==> src/inc/pwm_pkg.sv <==
// package: register map, field layout and constants of the pwm timer
package pwm_pkg;
	localparam int          NUM_CHAN    = 2;
	localparam int          NUM_OUT     = 8;
	localparam int          NUM_DUTY    = 4;
	localparam int          CNT_W       = 10;
	localparam int          ADDR_W      = 8;
	// per-channel register block, stride in bytes
	localparam logic [7:0]  CHAN_STRIDE = 8'h20;
	localparam logic [4:0]  OFS_CTRL    = 5'h00;
	localparam logic [4:0]  OFS_POL     = 5'h04;
	localparam logic [4:0]  OFS_CYCLE   = 5'h08;
	localparam logic [4:0]  OFS_COUNT   = 5'h0C;
	localparam logic [4:0]  OFS_BUF0    = 5'h10;
	localparam logic [4:0]  OFS_DUTY0   = 5'h18;
	// control register fields
	localparam int          CTRL_START  = 0;
	localparam int          CTRL_IE     = 1;
	localparam int          CTRL_FLAG   = 2;
	localparam int          CTRL_CKS_LO = 4;
	localparam int          CKS_W       = 3;
	// duty field layout: compare value low, select bit above
	localparam int          DUTY_SEL    = 15;
	localparam logic [31:0] RST_DUTY    = 32'h0000_0000;
	localparam logic [CNT_W-1:0] RST_CYCLE = 10'h3FF;
	// prescaler divide ratios are 2**cks
	localparam int          PRE_W       = 7;
endpackage

==> src/inc/chan_if.sv <==
// interface: register access from top to one channel
`timescale 1ns/1ps
`default_nettype none
interface chan_if;
	logic        wr;
	logic [4:0]  ofs;
	logic [31:0] wdata;
	logic [31:0] rdata;
	logic [7:0]  pwm;
	logic        irq;
	modport top  (output wr, ofs, wdata, input rdata, pwm, irq);
	modport chan (input wr, ofs, wdata, output rdata, pwm, irq);
endinterface
`default_nettype wire

==> src/verilog/pwm_channel.sv <==
// one pwm channel: counter, cycle match, buffered duties, eight outputs
`timescale 1ns/1ps
`default_nettype none
module pwm_channel (
	// clock and reset
	input  wire logic clk,
	input  wire logic rst_n,
	// register port from top
	chan_if.chan      bus
);
	import pwm_pkg::*;
	typedef struct packed {
		logic                 start;
		logic                 ie;
		logic                 flag;
		logic [CKS_W-1:0]     cks;
		logic [NUM_OUT-1:0]   pol;
		logic [CNT_W-1:0]     cycle;
		logic [CNT_W-1:0]     cnt;
		logic [NUM_DUTY-1:0][31:0] buffer;
		logic [NUM_DUTY-1:0][31:0] duty;
		logic [NUM_OUT-1:0]   wave;
		logic                 after_match;
		logic [NUM_OUT-1:0]   pwm;
		logic                 irq;
	} chan_t;
	chan_t s_q;
	chan_t s_d;
	logic  tick;
	logic  match;
	logic  [31:0] rd_word;

	pwm_prescaler u_pre (
		.clk   (clk),
		.rst_n (rst_n),
		.run   (s_q.start),
		.sel   (s_q.cks),
		.tick  (tick)
	);

	// pair of outputs per duty: field k drives a and b, outputs 2k and 2k+1
	function automatic logic [1:0] duty_of(input int k);
		return 2'(k >> 1);
	endfunction

	// register writes, counting and waveform generation
	always_comb begin
		s_d = s_q;
		s_d.after_match = 1'b0;
		match = s_q.start && tick && (s_q.cnt == s_q.cycle);
		if (s_q.start && tick) begin
			s_d.cnt = match ? '0 : s_q.cnt + 1'b1;
		end
		if (bus.wr && bus.ofs == OFS_CTRL) begin
			s_d.start = bus.wdata[CTRL_START];
			s_d.ie = bus.wdata[CTRL_IE];
			s_d.cks = bus.wdata[CTRL_CKS_LO +: CKS_W];
			if (!bus.wdata[CTRL_FLAG]) s_d.flag = 1'b0;
		end
		if (bus.wr && bus.ofs == OFS_POL) s_d.pol = bus.wdata[NUM_OUT-1:0];
		if (bus.wr && bus.ofs == OFS_CYCLE) s_d.cycle = bus.wdata[CNT_W-1:0];
		for (int i = 0; i < NUM_DUTY; i++) begin
			if (bus.wr && bus.ofs == OFS_BUF0 + 5'(i)) begin
				s_d.buffer[i] = bus.wdata;
				if (s_q.after_match) s_d.duty[i] = bus.wdata;
			end
		end
		// duty match drives the wave of its output pair low, before the polarity word is applied
		for (int o = 0; o < NUM_OUT; o++) begin
			if (s_q.start && tick
			    && s_q.cnt == s_q.duty[duty_of(o)][CNT_W-1:0]) begin
				s_d.wave[o] = 1'b0;
			end
		end
		if (match) begin
			s_d.after_match = 1'b1;
			s_d.duty = s_q.buffer;
			s_d.flag = 1'b1;
			for (int o = 0; o < NUM_OUT; o++) begin
				s_d.wave[o] = s_q.buffer[duty_of(o)][DUTY_SEL];
			end
		end
		s_d.pwm = s_d.wave ^ s_q.pol;
		s_d.irq = s_d.flag && s_d.ie;
		// read word for the top, which registers it on the strobe
		unique case (bus.ofs)
			OFS_CTRL:  rd_word = 32'({s_q.cks, 1'b0, s_q.flag,
			                            s_q.ie, s_q.start});
			OFS_POL:   rd_word = 32'(s_q.pol);
			OFS_CYCLE: rd_word = 32'(s_q.cycle);
			OFS_COUNT: rd_word = 32'(s_q.cnt);
			5'h10, 5'h11, 5'h12, 5'h13:
				rd_word = s_q.buffer[bus.ofs[1:0]];
			5'h18, 5'h19, 5'h1A, 5'h1B:
				rd_word = s_q.duty[bus.ofs[1:0]];
			default:   rd_word = 32'h0000_0000;
		endcase
	end

	always_ff @(posedge clk or negedge rst_n) begin
		if (!rst_n) begin
			s_q <= '0;
			s_q.cycle <= RST_CYCLE;
		end else begin
			s_q <= s_d;
		end
	end

	assign bus.rdata = rd_word;
	assign bus.pwm = s_q.pwm;
	assign bus.irq = s_q.irq;
endmodule
`default_nettype wire

==> src/verilog/pwm_prescaler.sv <==
// prescaler: counting tick selected by a three-bit divider code
`timescale 1ns/1ps
`default_nettype none
module pwm_prescaler (
	// clock and reset
	input  wire logic                      clk,
	input  wire logic                      rst_n,
	// control
	input  wire logic                      run,
	input  wire logic [pwm_pkg::CKS_W-1:0] sel,
	// tick
	output logic                           tick
);
	import pwm_pkg::*;
	typedef struct packed {
		logic [PRE_W-1:0] div;
		logic             tick;
	} pre_t;
	pre_t s_q;
	pre_t s_d;
	logic [PRE_W-1:0] mask;

	// tick when the low sel bits of the divider are all ones
	always_comb begin
		s_d = s_q;
		mask = PRE_W'((1 << sel) - 1);
		s_d.tick = run && ((s_q.div & mask) == mask);
		s_d.div = run ? s_q.div + 1'b1 : '0;
	end

	always_ff @(posedge clk or negedge rst_n) begin
		if (!rst_n) begin
			s_q <= '0;
		end else begin
			s_q <= s_d;
		end
	end
	assign tick = s_q.tick;
endmodule
`default_nettype wire

==> src/verilog/pwm_timer.sv <==
// top: two buffered pwm channels behind a plain register port
`timescale 1ns/1ps
`default_nettype none
module pwm_timer (
	// clock and reset
	input  wire logic                         clk,
	input  wire logic                         rst_n,
	// register port
	input  wire logic [pwm_pkg::ADDR_W-1:0]   addr,
	input  wire logic [31:0]                  wdata,
	input  wire logic                         wr,
	input  wire logic                         rd,
	output logic      [31:0]                  rdata,
	// pwm pins and requests
	output logic      [pwm_pkg::NUM_OUT-1:0]  chan1_out,
	output logic      [pwm_pkg::NUM_OUT-1:0]  chan2_out,
	output logic      [pwm_pkg::NUM_CHAN-1:0] match_req
);
	import pwm_pkg::*;
	typedef struct packed {
		logic [31:0] rdata;
	} top_t;
	top_t s_q;
	top_t s_d;
	logic [NUM_CHAN-1:0][31:0] ch_rdata;
	logic [NUM_CHAN-1:0][7:0]  ch_pwm;
	logic [NUM_CHAN-1:0]       ch_irq;

	for (genvar c = 0; c < NUM_CHAN; c++) begin : g_ch
		chan_if cif ();
		assign cif.wr = wr && addr[7:5] == 3'(c);
		assign cif.ofs = addr[4:0];
		assign cif.wdata = wdata;
		assign ch_rdata[c] = cif.rdata;
		assign ch_pwm[c] = cif.pwm;
		assign ch_irq[c] = cif.irq;
		pwm_channel u_ch (
			.clk   (clk),
			.rst_n (rst_n),
			.bus   (cif.chan)
		);
	end

	// capture the addressed channel's word on the read strobe; zero
	// otherwise, so the word stands one cycle and unmapped reads give 0
	always_comb begin
		s_d = s_q;
		s_d.rdata = 32'h0000_0000;
		for (int k = 0; k < NUM_CHAN; k++) begin
			if (rd && addr[7:5] == 3'(k)) s_d.rdata = ch_rdata[k];
		end
	end

	always_ff @(posedge clk or negedge rst_n) begin
		if (!rst_n) begin
			s_q <= '0;
		end else begin
			s_q <= s_d;
		end
	end

	// read data straight from the register
	assign rdata = s_q.rdata;
	assign chan1_out = ch_pwm[0];
	assign chan2_out = ch_pwm[1];
	assign match_req = ch_irq;
endmodule
`default_nettype wire
==> config.mk <==
export PLATFORM = sky130hd
export DESIGN_NAME = pwm_timer
export DESIGN_NICKNAME = d
export VERILOG_FILES = /design/src/inc/pwm_pkg.sv /design/src/inc/chan_if.sv /design/src/verilog/pwm_channel.sv /design/src/verilog/pwm_prescaler.sv /design/src/verilog/pwm_timer.sv
export SDC_FILE = /design/constraint.sdc
export NUM_CORES = 1
export LEC_CHECK = 0
export ABC_AREA = 1
export BUFFER_PORTS_ARGS = -buffer_cell sky130_fd_sc_hd__buf_4
export CAP_MARGIN = 20
export CORE_MARGIN = 2
export CORE_UTILIZATION = 35
export CTS_BUF_LIST = sky130_fd_sc_hd__clkbuf_8
export CTS_CLUSTER_DIAMETER = 30
export DETAILED_ROUTE_END_ITERATION = 6
export SYNTH_ARGS = -nofsm -noshare
export SYNTH_HDL_FRONTEND = slang
export SYNTH_HIERARCHICAL = 1
export SYNTH_SLANG_ARGS = --single-unit
==> constraint.sdc <==
create_clock -name clk -period 1.9 [get_ports clk]
set_input_delay 0.19 -clock clk [delete_from_list [all_inputs] [get_ports clk]]
set_output_delay 0.19 -clock clk [all_outputs]
set_load 0.02 [all_outputs]
==> summary.md, run 1 <==
| Metric | Value |
|---|---|
| Crit path kind | `register to register` |
| Area leader, netlist | `dfrtp_1` |
| CTS max path bufs | `3` |
| Final Hold Viols | `0` |
| Worst hold start | `addr[3]` |
| Starting Density | `35.4%` |
| YS warnings | `6` |
| Vias in the first global route | `between 30,000 and 40,000` |
| Area contributors post-synth | `dfrtp_1, nand2_1, nand3_1, o21ai_0, inv_1` |
| Critical path's top delay family | `buffers and inverters` |
| Status | `complete, but fails checks` |
| Worst r2r path cells | `10` |
| TritonCTS clock tree | `built` |
| PortBufs | `between 90 and 100` |
| Most common library cells after synthesis | `nand2_1, dfrtp_1, nand3_1, inv_1, o21ai_0` |
| Worst hold path depth | `6` |
| Mean cell area of the mapped netlist | `7.99 um^2` |
| Final nets | `~4,600` |
| Power Dens Cells | `828 nW/um^2` |
| Buf+Inv Stages, Crit Path | `4` |
| Initial DRC count | `approximately 3,500` |
| Row count | `roughly 110` |
| CP Data Arrival Time | `2630 ps` |
| Pre-CTS WS | `-107 ps` |
| Post-synth EDFFs | `0` |
| FMAX | `slightly above 500 MHz` |
| Final estimated routing congestion in global placement | `approximately 0.94` |
| First-pass detailed-route iteration total | `6` |
| Via Count | `between 30,000 and 40,000` |
| CTS buffer count | `147` |
| Core Box Area | `96,900 um^2` |
| Detailed Place HPWL | `roughly 83 mm` |
| Ports | `94` |
| Post-synthesis net count | `around 4,300` |
| Grt ovf | `0` |
| H-tree lvl count | `4` |
| First-pass GRT wire length | `between 150 and 200 mm` |
| Hold_ws | `107 ps` |
| R2R setup slack | `-20 ps` |
| Final core utilization | `around 46%` |
| Skew-Pair Late Insertion Delay | `between 800 and 900 ps` |
| FF+latch count, synth | `between 600 and 700` |
| Wire per inst | `around 22 um` |
| Total GRT Usage | `~24%` |
| Most numerous cell in the Yosys netlist | `nand2_1` |
| Final worst-path cycle share | `101%` |
| MaxCap Viol Count | `0` |
| Fraction of registers with async set/reset | `between 90% and 100%` |
| Fin crit period | `between 1500 and 2000 ps` |
| Post-DRT Antenna Nets | `0` |
| Max_slew headroom | `between 50% and 60%` |
| R2r startpoint | `g_ch[0].u_ch/s_q[293]` |
| Crit start category | `register` |
| Crit-path cells | `inv_1 > a21oi_2 > nand2_1 > nor2_2 > nand3_4 > buf_6 > clkbuf_16 > clkbuf_16 > nand3_1 > o211ai_1` |
| Crit Path Max Fanout | `18` |
| Clk sinks | `664` |
| Failing checks | `setup timing` |
| Critical Path RT | `between 2000 and 3000 ps` |
| Worst hold path endpoint | `g_ch[0].u_ch/s_q[306]` |
| Proportion of netlist area held by the largest area contributor | `between 40% and 50%` |
| Worst R2R End | `g_ch[0].u_ch/s_q[117]` |
| FILL cells | `about 9,200` |
| Synthesized instance count | `~4,300` |
| Area Overhead vs Synth | `30.3%` |
| Largest net degree at the start of global routing | `between 100 and 150` |
| Final worst setup slack | `-24.7 ps` |
| Worst vdd ir | `around 0.46 mV` |
| HP Class | `primary input to register` |
| Slew of the pin with the lowest slew margin | `660 ps` |
| Pleak | `between 20 and 25 nW` |
| Slew Limit Fails | `0` |
| Final setup viols | `20` |
| Avg Vias per Cell | `roughly 5.5` |
| Die ar. | `about 100,000 um^2` |
| Share of cells above drive strength 1 | `23.2%` |
| Post-Syn Area | `~34,000 um^2` |
| Ys flop type | `dfrtp_1` |
| Synth cell types | `between 40 and 50` |
| Routed wire length | `~130 mm` |
| Die Width | `~320 um` |
| RSZ-0062 raised after global routing | `true` |
| Clk Tree Root Cell | `clkbuf_8` |
| Clock slew at reported path FFs | `roughly 60 ps` |
| CP most frequent cell | `clkbuf_16` |
| DRC | `0` |
| Initial antenna violation count | `4` |
| Worst Clk Skew | `a little over 30 ps` |
| CP Capture Type | `register` |
| Worst path max stage delay | `approximately 530 ps` |
| Die height | `around 320 um` |
| Register area share after synthesis | `between 40% and 50%` |
| Critical-path top delay cell | `dfstp_2` |
[worst max path at each step]
stage | startpoint | endpoint | cells after the start
final | g_ch[0].u_ch/s_q[293] | g_ch[0].u_ch/s_q[117] | 10
after global routing | g_ch[0].u_ch/s_q[292] | g_ch[0].u_ch/s_q[59] | 9
after CTS | g_ch[1].u_ch/s_q[285] | g_ch[1].u_ch/s_q[134] | 12
after detailed placement | addr[1] | rdata[9] | 10
after global placement | addr[1] | rdata[9] | 10
after floorplan | addr[5] | g_ch[0].u_ch/s_q[133] | 14
[state kept, by name, summed over array words and instances (netlist names)]
register / flops
g_ch.u_ch/bus.irq: 2
g_ch.u_ch/bus.pwm: 16
g_ch.u_ch/s_q: 598
g_ch.u_ch/u_pre/s_q: 14
g_ch.u_ch/u_pre/tick: 2
rdata: 32
[cell usage in the layout, fill, tap and decap left out, types with 5 or more instances in the layout]
cell / instances
a21oi_1: 47
a21oi_2: 5
a22oi_1: 40
buf_12: 78
buf_16: 8
buf_4: 330
buf_6: 20
buf_8: 9
bufinv_16: 18
clkbuf_16: 38
clkbuf_8: 168
clkinv_2: 20
clkinvlp_4: 27
dfrtp_1: 643
dfstp_2: 20
dlygate4sd3_1: 42
inv_1: 480
inv_2: 46
nand2_1: 962
nand2_2: 17
nand2_4: 5
nand3_1: 402
nand3_2: 208
nand3_4: 10
nand4_1: 116
nor2_1: 56
nor2_2: 7
nor2_4: 24
o211ai_1: 224
o211ai_2: 20
o21ai_0: 360
o21ai_1: 42
o22ai_1: 142
xnor2_1: 16
xor2_1: 8
[cells by family (layout without fill, tap and decap cells)]
| kind of cell | Yosys count | after routing | synth area share, % |
|---|---|---|---|
| and+or+nand+nor | 1821 | 1821 | 23.7 |
| xor gates and xnor gates | 24 | 24 | 0.614 |
| DFF | 664 | 664 | 48.6 |
| adders and majority gates | 4 | 4 | 0.146 |
| other | 0 | 2 | 0 |
| buffers and inverters | 875 | 1294 | 10.7 |
| AOI/OAI and AO/OA | 896 | 896 | 16.2 |
[what timing repair did]
item / in CTS / in global routing
pin swaps: 0 / 101
hold buffers: 42 / 0
buffers inserted: 0 / 12
endpoints found under the setup margin: 4 / 253
cloned: 0 / 57
gates resized for setup: 1 / 317
endpoints found under the hold margin: 1247 / 0
[report_power, final]
part	switching, mW	internal (mW)
Sequential	0.460	14.9
Clock	7.21	10.6
Combinational	2.37	1.32
[stage by stage]
stage | cell area, um^2 | cells | setup TNS (ps) | total power [mW]
after floorplan | 34200 | 4284 | 0 | 17.4
after global placement | 38100 | 5604 | -215 | 19.0
after detailed placement | 38100 | 5604 | -708 | 19.0
after CTS | 41900 | 5911 | 0 | 37.0
after global routing | 44600 | 5981 | -7460 | 38.4
final | 44600 | 5981 | -138 | 36.9
[routing by layer]
metal  vias up  part of all wire (%)  GRT usage (%)
met5         -                 0.010              0
met3       383                   7.9           3.74
met4         2                   4.4           10.2
met2      1595                    45           37.7
met1     16000                    42           34.2
li1      15100                     -              -
[layout make-up]
cell class	count	area (um^2)	area share [%]
Sequential cell	664	16600	37.3
Multi-Input combinational cell	2745	15200	34.0
Timing Repair Buffer	525	5990	13.4
Clock buffer	168	2310	5.18
Inverter	504	1900	4.25
Tap cell	1276	1600	3.58
Clock inverter	97	1010	2.26
Antenna cell	2	5.00	0.0112
[worst register-to-register path: stages, from the launching register on]
cell       delay [ps]
dfstp_2           530
inv_1              60
a21oi_2           110
nand2_1            70
nor2_2            160
nand3_4           160
buf_6             180
clkbuf_16         180
clkbuf_16         190
nand3_1            90
o211ai_1           90
No activity file was read; power rests on OpenSTA's default activity.
==> run 2, diff against run 1 <==
Settings changed: PLACE_DENSITY from default to 0.49, SYNTH_HIERARCHICAL 1 to default.
==> summary.md, run 2 <==
| Metric | Value |
|---|---|
| Crit Path Max Fanout | `5 (-13)` |
| Combinational share of power | `12.9% (+2.9 points)` |
| Critical-path top delay cell | `dfstp_2` |
| Power share of the clock group | `47.9% (-0.4 points)` |
| Skew-Pair Late Insertion Delay | `860 ps (+40 ps)` |
| CP Capture Type | `register` |
| Core Box Area | `93,500 um^2 (-3.5%)` |
| Failing checks | `setup timing` |
| Share of cells above drive strength 1 | `19.8% (-3.4 points)` |
| FMAX | `509 MHz (-2.0%)` |
| Power Dens Cells | `1030 nW/um^2 (+24%)` |
| Final estimated routing congestion in global placement | `0.929 (-1.4%)` |
| Internal power | `32.1 mW (+19%)` |
| Area leader, netlist | `dfrtp_1` |
| Crit start category | `register` |
| YS warnings | `0 (-6)` |
| TritonCTS clock tree | `built` |
| CTS buffer count | `173 (+18%)` |
| DRC | `0 (unchanged)` |
| Worst vdd ir | `0.637 mV (+38%)` |
| Fin crit period | `1960 ps (+39.4 ps)` |
| Initial antenna violation count | `5 (+1)` |
| Top reg by flops | `g_ch.u_ch.s_q` |
| Most common library cells after synthesis | `nand2_1, dfrtp_1, nand3_1, o21ai_0, inv_1` |
| Clk sinks | `664 (unchanged)` |
| Die ar. | `97,100 um^2 (-3.3%)` |
| Vias in the first global route | `31,100 (+0.34%)` |
| Final Hold Viols | `0 (unchanged)` |
| Hold_ws | `69.2 ps (-37.8 ps)` |
| Critical Path RT | `2600 ps (about the same)` |
| First-pass detailed-route iteration total | `7 (+1)` |
| HP Class | `primary input to register` |
| Max reg flops | `598 (unchanged)` |
| Post-synth EDFFs | `0 (unchanged)` |
| Avg Vias per Cell | `5.25 (-4.9%)` |
| Most frequent cells in the layout | `nand2_1, dfrtp_1, nand3_1` |
| Ports | `94 (unchanged)` |
| Routed wire length | `132 mm (+2.0%)` |
| CTS max path bufs | `3 (unchanged)` |
| Post-synthesis net count | `4,287 (-1.0%)` |
| Crit-path cells | `inv_1 > nand2_1 > nand2_1 > nor2_1 > nand2_1 > nor2_1 > nand2_2 > inv_6 > buf_4 > buf_4 > nand2_4 > nand3_1 > nand2_1` |
| Wire per inst | `21.9 um (+1.1%)` |
| Die Width | `312 um (-1.7%)` |
| Flop pwr share | `39.2% (-2.5 points)` |
| Pleak | `20.8 nW (-3.4%)` |
| Final core utilization | `46.6% (+0.55 points)` |
| Worst Clk Skew | `55.1 ps (+24.2 ps)` |
| Slew Limit Fails | `0 (unchanged)` |
| MaxCap Viol Count | `0 (unchanged)` |
| Synthesized instance count | `4,238 (-1.1%)` |
| Net switching power | `12.6 mW (+26%)` |
| Crit path launch | `g_ch[1].u_ch.s_q[290]` |
| Initial DRC count | `3,102 (-12%)` |
| Met3 Wirelength | `9.04 mm (-12%)` |
| Clk Tree Root Cell | `clkbuf_8` |
| Grt ovf | `0 (unchanged)` |
| Clock slew at reported path FFs | `60 ps (about the same)` |
| Design Power | `44.8 mW (+21%)` |
| Final worst setup slack | `-64.1 ps (-39.4 ps)` |
| Final nets | `4,687 (+1.1%)` |
| Largest net degree at the start of global routing | `67 (-34%)` |
| Final setup viols | `117 (+480%)` |
| R2r startpoint | `g_ch[1].u_ch.s_q[290]` |
| FF+latch count, synth | `664 (unchanged)` |
| CP most frequent cell | `nand2_1` |
| Post-DRT Antenna Nets | `0 (unchanged)` |
| Detailed Place HPWL | `89.1 mm (+6.9%)` |
| Proportion of netlist area held by the largest area contributor | `48.7% (+1.6 points)` |
| Ys flop type | `dfrtp_1` |
| Starting Density | `35.4% (+0.052 points)` |
| Post-Syn Area | `33,100 um^2 (-3.4%)` |
| Row count | `112 (-1.8%)` |
| Pre-CTS WS | `-270 ps (-163 ps)` |
| Max layer used | `met5` |
| Worst hold start | `wr` |
| Register area share after synthesis | `50.3% (+1.7 points)` |
| Critical path's top delay family | `simple AND/OR/NAND/NOR gates` |
| Most numerous cell in the Yosys netlist | `nand2_1` |
| Area Overhead vs Synth | `31.7%` |
| Most common cell after layout, fill and taps aside | `nand2_1` |
| Switching share of power | `28.2% (+1.0 points)` |
| Buf+Inv Stages, Crit Path | `4 (unchanged)` |
| WL met1 | `60.0 mm (+9.8%)` |
| Worst path max stage delay | `540 ps (about the same)` |
| Status | `complete, but fails checks` |
| Slew of the pin with the lowest slew margin | `555 ps (-105 ps)` |
| CP Data Arrival Time | `2660 ps (+30 ps)` |
| Area contributors post-synth | `dfrtp_1, nand2_1, nand3_1, o21ai_0, inv_1` |
| Crit path kind | `register to register` |
| Total GRT Usage | `26.6% (+2.2 points)` |
| Max_slew headroom | `63.0% (+7.0 points)` |
| Setup TNS | `-2330 ps (-2190 ps)` |
| H-tree lvl count | `4 (unchanged)` |
| Synth cell types | `40 (-11%)` |
| Mean cell area of the mapped netlist | `7.81 um^2 (-2.3%)` |
| Via Count | `31,700 (-4.0%)` |
| Fraction of registers with async set/reset | `100% (unchanged)` |
| First-pass GRT wire length | `197 mm (+5.2%)` |
| RSZ-0062 raised after global routing | `true` |
| Met2 routed WL | `59.6 mm (+1.3%)` |
| PortBufs | `93 (unchanged)` |
| Final worst-path cycle share | `103% (+2.1 points)` |
| FILL cells | `9,315 (+1.6%)` |
| Die height | `312 um (-1.7%)` |
-- run 2: metrics by stage --
step / instances / area (um^2)
3_3_place_gp: 5650 / 38200
5_1_grt: 6036 / 43600
4_1_cts: 6012 / 42800
6_report: 6036 / 43600
2_1_floorplan: 4238 / 33100
3_5_place_dp: 5650 / 38200
-- run 2: cell type report --
| class | count | area, um^2 | share of cell area, % |
|---|---|---|---|
| flip-flops and latches | 664 | 16600 | 38.2 |
| multi-input cells | 2844 | 13900 | 31.9 |
| repair buffers | 543 | 5800 | 13.3 |
| clock buffers | 198 | 2730 | 6.25 |
| well taps | 1254 | 1570 | 3.60 |
| inverters | 412 | 1560 | 3.58 |
| clock inverters | 118 | 1390 | 3.19 |
| diodes | 3 | 7.51 | 0.0172 |
-- run 2: worst paths after layout --
check / depth (start not counted) / to / slack [ps]
worst max-delay path: 13 / g_ch[1].u_ch.bus.pwm[7] / -60
worst min-delay path: 7 / g_ch[1].u_ch.s_q[284] / 70
worst max register to register: 13 / g_ch[1].u_ch.bus.pwm[7] / -60
worst min register to register: 1 / g_ch[1].u_ch.u_pre.tick / 440
max in group asynchronous: 5 / g_ch[1].u_ch.s_q[110] / 770
min in group asynchronous: 4 / g_ch[0].u_ch.s_q[304] / 550
-- run 2: repair_timing --
item                                   in CTS  in global routing
buffers inserted                            6                  2
pin swaps                                   0                 27
endpoints found under the hold margin    1114                  0
resized for setup                          23                 80
gates cloned                                1                 20
setup endpoints to repair                 108                280
hold buffers                               39                  0
-- run 2: power groups by stage --
stage	Combinational, mW	Clock, mW	Sequential, mW
4_1_cts	5.76	21.7	17.5
3_5_place_dp	5.65	0	17.7
5_1_grt	6.51	22.6	17.8
2_1_floorplan	3.63	0	17.3
6_report	5.77	21.4	17.6
3_3_place_gp	5.58	0	17.7
-- run 2: layer usage --
| layer | vias to the layer above | track usage (%) |
|---|---|---|
| met5 | - | 0 |
| met2 | 1155 | 41.4 |
| met4 | 2 | 8.41 |
| li1 | 14800 | - |
| met1 | 15500 | 37.6 |
| met3 | 241 | 4.81 |
-- run 2: worst min-delay path, delay by kind of cell --
kind | cells | cell delay (ps)
buffers and inverters | 4 | 470
AO/OA/AOI/OAI | 1 | 80
AND/OR/NAND/NOR | 2 | 180
-- run 2: logic make-up (layout without fill, tap and decap cells) --
family	after synthesis	in the layout	share of synthesized area [%]
flip-flops	664	664	50.3
buffers and inverters	730	1271	9.11
other	0	3	0
adder cells (fa/ha/maj)	5	5	0.189
XOR/XNOR	36	36	0.953
AND/OR/NAND/NOR	1961	1961	24.6
AO/OA/AOI/OAI	842	842	14.8
